$ cat src/hdl/scd_defines.vh
`ifndef SCD_DEFINES_VH
`define SCD_DEFINES_VH

// Register offsets on the plain register port.
`define SCD_ADDR_CTRL 4'h0
`define SCD_ADDR_OVR 4'h1
`define SCD_ADDR_STATUS 4'h2
`define SCD_ADDR_PINS 4'h3

// Field positions in the control and override registers.
`define SCD_BIT_LANE 0
`define SCD_BIT_MODE_LO 1
`define SCD_BIT_MODE_HI 2
`define SCD_BIT_BIST 3
`define SCD_BIT_SWING 4
`define SCD_BIT_DEEMPH 5

// Reset values.
`define SCD_CTRL_RST 6'h00
`define SCD_OVR_RST 6'h00

// Operating mode codes.
`define SCD_MODE_NATIVE 2'h0
`define SCD_MODE_NATIVE_FLT 2'h1
`define SCD_MODE_LEGACY_A 2'h2
`define SCD_MODE_LEGACY_B 2'h3

// Cycles of settling after power-down release before pins are sampled.
`define SCD_SAMPLE_DELAY 4'h2

`endif

$ cat src/hdl/scd_lane_map.v
`timescale 1ns/1ps
`default_nettype none

// Places the high or low half of the parallel word on lane 3.
module scd_lane_map
(
  // Control
  input wire i_lane_order_select,
  // Data
  input wire [7:0] i_word_lo,
  input wire [7:0] i_word_hi,
  output wire [7:0] o_lane3,
  output wire [7:0] o_lane_other
);

  assign o_lane3 = i_lane_order_select ? i_word_hi : i_word_lo;
  assign o_lane_other = i_lane_order_select ? i_word_lo : i_word_hi;

endmodule // scd_lane_map

`default_nettype wire

$ cat src/hdl/scd_mode_decode.v
`timescale 1ns/1ps
`default_nettype none
`include "scd_defines.vh"

// Decodes the two-bit operating mode into one-hot native/legacy settings, with the filter enable set alongside native in mode 01 only.
module scd_mode_decode
(
  input wire [1:0] i_mode,
  output reg o_native,
  output reg o_filter_en,
  output reg o_legacy_a,
  output reg o_legacy_b
);

  always @*
  begin
    o_native = 1'b0;
    o_filter_en = 1'b0;
    o_legacy_a = 1'b0;
    o_legacy_b = 1'b0;
    case (i_mode)
      `SCD_MODE_NATIVE:
      begin
        o_native = 1'b1;
      end
      `SCD_MODE_NATIVE_FLT:
      begin
        o_native = 1'b1;
        o_filter_en = 1'b1;
      end
      `SCD_MODE_LEGACY_A:
      begin
        o_legacy_a = 1'b1;
      end
      default:
      begin
        o_legacy_b = 1'b1;
      end
    endcase
  end

endmodule // scd_mode_decode

`default_nettype wire

$ cat src/hdl/scd_config.v
// Overview of operation
// Lane order select high puts the word's most significant bits on lane 3.
// Lane order select low puts the word's least significant bits on lane 3.
// Mode 00: native companion far end, control-signal filter off.
// Mode 01: native companion far end, control-signal filter on.
// Modes 10 and 11 select two distinct legacy far-end compatibility modes.
// Self-test mode follows the self-test enable setting, on when high.
// Output swing from pin or register; high selects long-cable swing.
// Power-down low powers down and returns all control registers to reset.
// Pins sampled after power-down release; register write overrides until next power-down.
`timescale 1ns/1ps
`default_nettype none
`include "scd_defines.vh"

module scd_config
(
  // Clock and reset
  input wire i_mclk,
  input wire i_rst,
  // Configuration pins
  input wire i_power_down_n,
  input wire i_lane_order_select,
  input wire [1:0] i_mode,
  input wire i_self_test_enable,
  input wire i_output_swing_select,
  input wire i_deemphasis_control,
  // Register port
  input wire [3:0] i_addr,
  input wire [7:0] i_wdata,
  input wire i_wr,
  input wire i_rd,
  output reg [7:0] o_rdata,
  // Parallel word
  input wire [15:0] i_word,
  output reg [7:0] o_lane3,
  output reg [7:0] o_lane_other,
  // Decoded settings
  output wire o_powered,
  output wire o_native,
  output wire o_filter_en,
  output wire o_legacy_a,
  output wire o_legacy_b,
  output wire o_self_test,
  output wire o_long_swing,
  output wire o_deemph_en
);

  ////////////////////////////////////////////////////////////////////////////
  // State.
  reg [5:0] pins_reg;
  reg [5:0] ctrl_reg;
  reg [5:0] ovr_reg;
  reg [3:0] dly_reg;
  reg sampled_reg;
  wire [5:0] pin_now;
  wire [5:0] eff;
  wire pd_active;
  wire [7:0] lane3_w;
  wire [7:0] other_w;

  assign pd_active = ~i_power_down_n;
  assign pin_now = {i_deemphasis_control, i_output_swing_select, i_self_test_enable,
                    i_mode, i_lane_order_select};

  ////////////////////////////////////////////////////////////////////////////
  // Pin sampling after power-down release, and register writes.
  always @(posedge i_mclk)
  begin
    if (i_rst || pd_active)
    begin
      pins_reg <= `SCD_CTRL_RST;
      ctrl_reg <= `SCD_CTRL_RST;
      ovr_reg <= `SCD_OVR_RST;
      dly_reg <= 4'h0;
      sampled_reg <= 1'b0;
    end
    else
    begin
      if (!sampled_reg)
      begin
        if (dly_reg == `SCD_SAMPLE_DELAY)
        begin
          pins_reg <= pin_now;
          sampled_reg <= 1'b1;
        end
        else
        begin
          dly_reg <= dly_reg + 4'h1;
        end
      end
      if (i_wr && i_addr == `SCD_ADDR_CTRL)
      begin
        ctrl_reg <= i_wdata[5:0];
      end
      if (i_wr && i_addr == `SCD_ADDR_OVR)
      begin
        ovr_reg <= i_wdata[5:0];
      end
    end
  end

  // Each override bit picks the register value over the sampled pin value.
  assign eff = (ovr_reg & ctrl_reg) | (~ovr_reg & pins_reg);

  ////////////////////////////////////////////////////////////////////////////
  // Read port, data one cycle after the strobe.
  always @(posedge i_mclk)
  begin
    if (i_rst)
    begin
      o_rdata <= 8'h00;
    end
    else if (i_rd)
    begin
      case (i_addr)
        `SCD_ADDR_CTRL: o_rdata <= {2'h0, ctrl_reg};
        `SCD_ADDR_OVR: o_rdata <= {2'h0, ovr_reg};
        `SCD_ADDR_STATUS: o_rdata <= {sampled_reg, i_power_down_n, eff};
        `SCD_ADDR_PINS: o_rdata <= {2'h0, pins_reg};
        default: o_rdata <= 8'h00;
      endcase
    end
    else
    begin
      o_rdata <= 8'h00;
    end
  end

  ////////////////////////////////////////////////////////////////////////////
  // Settings outputs; power, self-test, swing and de-emphasis are forced off until pins are sampled, mode outputs are not.
  assign o_powered = sampled_reg;
  assign o_self_test = sampled_reg & eff[`SCD_BIT_BIST];
  assign o_long_swing = sampled_reg & eff[`SCD_BIT_SWING];
  assign o_deemph_en = sampled_reg & eff[`SCD_BIT_DEEMPH];

  scd_mode_decode u_mode
  (
    .i_mode(eff[`SCD_BIT_MODE_HI:`SCD_BIT_MODE_LO]),
    .o_native(o_native),
    .o_filter_en(o_filter_en),
    .o_legacy_a(o_legacy_a),
    .o_legacy_b(o_legacy_b)
  );

  scd_lane_map u_map
  (
    .i_lane_order_select(eff[`SCD_BIT_LANE]),
    .i_word_lo(i_word[7:0]),
    .i_word_hi(i_word[15:8]),
    .o_lane3(lane3_w),
    .o_lane_other(other_w)
  );

  // Lane data registered; cleared while powered down.
  always @(posedge i_mclk)
  begin
    if (i_rst || pd_active)
    begin
      o_lane3 <= 8'h00;
      o_lane_other <= 8'h00;
    end
    else
    begin
      o_lane3 <= lane3_w;
      o_lane_other <= other_w;
    end
  end

endmodule // scd_config

`default_nettype wire

$ cat config.mk
export PLATFORM = sky130hd
export DESIGN_NAME = scd_config
export DESIGN_NICKNAME = d
export VERILOG_FILES = /design/src/hdl/scd_lane_map.v /design/src/hdl/scd_mode_decode.v /design/src/hdl/scd_config.v
export VERILOG_INCLUDE_DIRS = /design/src /design/src/hdl
export SDC_FILE = /design/constraint.sdc
export NUM_CORES = 1
export LEC_CHECK = 0
export BUFFER_PORTS_ARGS = -buffer_cell sky130_fd_sc_hd__buf_2
export CAP_MARGIN = 0
export CORE_UTILIZATION = 55
export CTS_BUF_LIST = sky130_fd_sc_hd__clkbuf_8
export DETAILED_ROUTE_END_ITERATION = 6
export HOLD_SLACK_MARGIN = 0.15
export PLACE_DENSITY = 0.87
export SLEW_MARGIN = 20
export SYNTH_ARGS = -nofsm -noshare
export SYNTH_HDL_FRONTEND = slang
export SYNTH_SLANG_ARGS = --single-unit
$ cat constraint.sdc
create_clock -name i_mclk -period 2.5 [get_ports i_mclk]
set_input_delay 0.375 -clock i_mclk [delete_from_list [all_inputs] [get_ports i_mclk]]
set_output_delay 0.375 -clock i_mclk [all_outputs]
set_load 0.03 [all_outputs]
# Word-level counts from Yosys, hierarchy flattened
# Index checks and enable logic that the tools add are counted.
[op_classes]
shifts = 0
reduce_logical = 10
n_bitwise = 11
mul = 0
n_eq_ne = 6
add_sub_neg = 1
n_div = 0
order_cmp = 0
n_mux = 9
[ops]
columns = ["operator", "n"]
rows = [
  ["case mux 8 bit (4 select lines)", 1],
  ["two-way mux 8 bit", 2],
  ["AND 6 bit", 2],
  ["equality test 4 x 2 -> 1 bit, second input constant", 3],
  ["two-way mux 1 bit", 6],
  ["NOT 6 bit", 1],
  ["bitwise OR 6 bit", 1],
  ["adder 4 x 1 -> 4 bit, second input constant", 1],
  ["equality test 4 x 1 -> 1 bit, second input constant", 1],
  ["logical NOT 4 bit", 1],
  ["NOT 1 bit", 4],
  ["AND reduction 2 bit", 2],
  ["OR reduction 2 bit", 2],
  ["AND 1 bit", 3],
  ["OR reduction 3 bit", 1],
  ["equality test 2 x 1 -> 1 bit, second input constant", 1],
  ["equality test 2 bit, second input constant", 1],
  ["logical AND 1 bit", 2],
  ["logical NOT 2 bit", 1],
  ["logical OR 1 bit", 1],
]
[word_totals]
in_bits = 39
output_inout_bits = 32
mem_bits_ro = 0
ram_bits = 0
latchBits = 0
n_memories = 0
regBits = 47

# Logic depth before layout (Yosys ltp)
[logic_depth]
depth_word = 6
mapped_depth = 5

# By module
# From an unflattened synthesis, not the netlist that was laid out.
[unflattened]
hier_cells = 199
hier_area_um2 = 2125.8
[by_module_without_submodules]
columns = ["module", "seq_area_each_um2", "cells_per_inst", "n_inst", "area_per_inst_um2"]
rows = [
  ["scd_config", 940.9, 177, 1, 1850.5],
  ["scd_lane_map", 0.0, 18, 1, 249.0],
  ["scd_mode_decode", 0.0, 4, 1, 26.3],
]

# Worst setup path before layout
# No wires, ideal clock.
[synth_timing]
path_kind = "register to output"
from = "register sampled_reg, in the netlist o_powered"
to = "output o_deemph_en"
path_slack_ps = 994
arrival_time_ps = 1131
required_time_ps = 2125
n_path_buf = 1
path_stages_with_launch = 3
path_cell_list = "dfxtp_1 clkbuf_1 and2_1"
[synth_via]
elab_chain_len = 1
[synth_rtl]
columns = ["element", "line_no", "text"]
rows = [
  ["start, declared", "scd_config.v:54", "reg sampled_reg;"],
  ["start signal, assigned", "scd_config.v:75", "sampled_reg <= 1'b0;"],
  ["start signal, assigned", "scd_config.v:84", "sampled_reg <= 1'b1;"],
  ["AND 1 bit", "scd_config.v:134", "assign o_deemph_en = sampled_reg & eff[`SCD_BIT_DEEMPH];"],
  ["end, declared", "scd_config.v:45", "output wire o_deemph_en"],
]
# No other way between the ends.

# Final worst setup path
[layout_timing]
from = "register ovr_reg[1]"
to = "output o_legacy_a"
[layout_via]
elab_chain_len = 5
word_cells_on_any_way = 6
[layout_rtl]
columns = ["element", "line_no", "text"]
rows = [
  ["start, declared", "scd_config.v:52", "reg [5:0] ovr_reg;"],
  ["start signal, assigned", "scd_config.v:73", "ovr_reg <= `SCD_OVR_RST;"],
  ["start signal, assigned", "scd_config.v:97", "ovr_reg <= i_wdata[5:0];"],
  ["NOT 6 bit", "scd_config.v:103", "assign eff = (ovr_reg & ctrl_reg) | (~ovr_reg & pins_reg);"],
  ["AND 6 bit", "scd_config.v:103", ""],
  ["bitwise OR 6 bit *", "scd_config.v:103", ""],
  ["equality test 2 bit *", "scd_mode_decode.v:21", "case (i_mode)"],
  ["two-way mux 1 bit *", "scd_mode_decode.v:21", ""],
  ["end, declared", "scd_config.v:41", "output wire o_legacy_a,"],
]
# Every way passes the cells marked *; elsewhere a longest branch is shown, timed or not.

==> qor.yml <==
clocking:
  cts_tree: "built"
  clock_path_buffers: 2
  postCtsSetupBuffers: 0
  insertion_delay_ns: 0.30
  cts.sinks: 47
  cts_inserted_buffers: 5
  cts.clk_slew.worst_paths_ns: 0.08
  cts_resized: 0
  ctsHoldBuffers: 0
  htreeDepth: 2
  clock-root-buffer: "clkbuf_8"
sta:
  finalClockSkew_ns: 0.00539
  tightestPinTransition_ns: 0.589
  maxSlewHeadroom_pct: 60.6
  setup_viol: 0
  setup_ws_ns: 0.749
  fin_crit_ns: 1.75
  hold_violations: 0
  post-route-period-util_pct: 70.0
  drv_slew: 0
  rsz0062_at_grt: "no"
  setup-tns-final_ns: 0
  max_freq_mhz: 571
die:
  die_area_mm2: 0.00389
  fp-row-count: 21
  initial_core_util_pct: 58.6
  ios: 71
  die-width_um: 62.4
  core_mm2: 0.00342
  chipHeight_um: 62.4
power_and_ir_drop:
  ir_drop_uv: 425
  power.density_mw_per_mm2: 568
  power.leakage_uw: 0.00107
placement:
  gp_congestion: 0.754
  post_dp_cell_area_mm2: 0.00237
  io_buffers: 68
  hpwl_mm: 3.30
  pre_cts_ws_ns: 0.945
finish:
  layout.nets: 335
  fin_util_pct: 72.4
  top_regs: "o_lane3: 8 flops, o_lane_other: 8 flops, o_rdata: 8 flops"
  n_antenna_cell: 0
  drive_above_1_share_pct: 31.9
  fillers: 277
  stdcell_area_mm2: 0.00247
  areaGrowthSynthToFinish_pct: 23.5
worst_setup_path:
  criticalPathCategory: "reg2out"
  critPathCaptureType: "primary output"
  r2r_slack_ns: 0.97
  required_ns: 2.12
  arrival_ns: 1.38
  cp-start-kind: "register"
  crit_fanout: 4
yosys:
  synth.cell_area_mm2: 0.00200
  async_flop_share_pct: 0
  avgSynthCellArea_um2: 8.82
  yosys_warnings: 0
  synth_cell_type_count: 32
  synth_area_leaders: "dfxtp_1 47%, a21oi_1 9.0%, nand2_1 7.1%"
  seq_area_frac_synth_pct: 47.0
  netlist.area_leader.share_pct: 47.0
  synth-seq-cells: 47
  syn_inst: 227
  synth_ff_type: "dfxtp_1"
  syn-num-nets: 268
  synth-edff-count: 0
  synth_area_leader_cell: "dfxtp_1"
detailed_routing:
  ant_nets: 0
  dr_total_vias: 1823
  initialDrtViolationCount: 146
  wire_per_inst_um: 13.7
  routed_wl_mm: 4.67
  drtPass1Iterations: 4
  vias_per_cell: 5.35
  drc: 0
grt:
  grt_pass1_vias: 1746
  grt_overflow_total: 0
  grtUsageTotal_pct: 25.3
  grt_max_degree: 40
  grt_pass1_wl_mm: 7.73
  antenna_found_initial: 0
outcome:
  outcome: "finished, final reports clean"
hold_path:
  hold_path.class: "in2reg"
run:
  drv_cap: 0
[critical path, cell delays in order, from the launching register on]
cell     delay [ns]
dfxtp_1        0.41
mux2_2         0.38
nor2_1         0.10
buf_2          0.19
[metrics by stage]
step / std cells / total power (uW) / hold WS [ns]
6_report: 341 / 1410 / 0.308
5_1_grt: 341 / 1460 / 0.302
4_1_cts: 341 / 1410 / 0.311
3_5_place_dp: 333 / 926 / 0.466
3_3_place_gp: 333 / 922 / 0.463
2_1_floorplan: 227 / 866 / 0.442
[synthesized netlist by cell type, types with 2 or more instances]
| cell type | instances |
|---|---|
| nand2b_1 | 2 |
| mux2_2 | 12 |
| nand2_1 | 38 |
| ha_1 | 2 |
| clkbuf_1 | 6 |
| mux2i_1 | 8 |
| nand3_1 | 12 |
| a21oi_1 | 36 |
| nor2_1 | 14 |
| inv_1 | 2 |
| dfxtp_1 | 47 |
| and2_1 | 3 |
| a22oi_1 | 5 |
| nor3_1 | 2 |
| nor3b_1 | 2 |
| buf_2 | 4 |
| or3_1 | 2 |
| nor4b_4 | 2 |
| nor2b_1 | 3 |
| o21ai_0 | 13 |
[layout by cell type, fill, tap and decap left out, types with 5 or more instances in the layout]
| master | count |
|---|---|
| a22oi_1 | 5 |
| mux2i_1 | 8 |
| nand2_1 | 38 |
| o21ai_0 | 13 |
| mux2_2 | 12 |
| dfxtp_1 | 47 |
| clkbuf_8 | 7 |
| buf_2 | 68 |
| a21oi_1 | 36 |
| nor2_1 | 14 |
| nand3_1 | 12 |
[report_power, final]
part | internal [uW] | total, uW | leakage, uW | switching, uW
clock network | 248 | 496 | 0.0000557 | 248
registers | 762 | 769 | 0.000381 | 7.06
logic | 53.1 | 140 | 0.000630 | 87.1
[kinds of logic (layout without fill, tap and decap cells)]
kind of cell	count (synthesis)	count (layout)	synth area share, %
AND/OR/NAND/NOR	87	87	22.5
buffers and inverters	13	81	2.87
AO/OA/AOI/OAI	56	56	14.8
adder cells (fa/ha/maj)	2	2	1.25
flip-flops	47	47	47.0
XOR/XNOR	2	2	0.875
multiplexers	20	20	10.7
[metal layers]
metal | vias up | track usage [%] | share of wire (%)
met5 | - | 0 | 0
met4 | 0 | 11.3 | 1.6
met3 | 8 | 4.78 | 4.8
met2 | 55 | 45.1 | 49
met1 | 839 | 29.4 | 44
li1 | 921 | - | -
[final timing paths]
| check | startpoint | to | depth (start not counted) |
|---|---|---|---|
| max | ovr_reg[1] | o_legacy_a | 3 |
| min | i_deemphasis_control | pins_reg[5] | 3 |
| max reg2reg | dly_reg[1] | pins_reg[2] | 4 |
| min reg2reg | pins_reg[4] | o_rdata[4] | 2 |
[layout make-up]
cell class | instances | area [um2] | share of cell area (%)
clock buffer | 7 | 96.3 | 3.89
clock inverter | 1 | 3.75 | 0.152
inverter | 2 | 7.51 | 0.303
multi-input combinational | 167 | 1000 | 40.6
sequential | 47 | 941 | 38.0
tap | 46 | 57.6 | 2.33
timing repair buffer | 71 | 363 | 14.7
(Power assumes the default switching activity.)
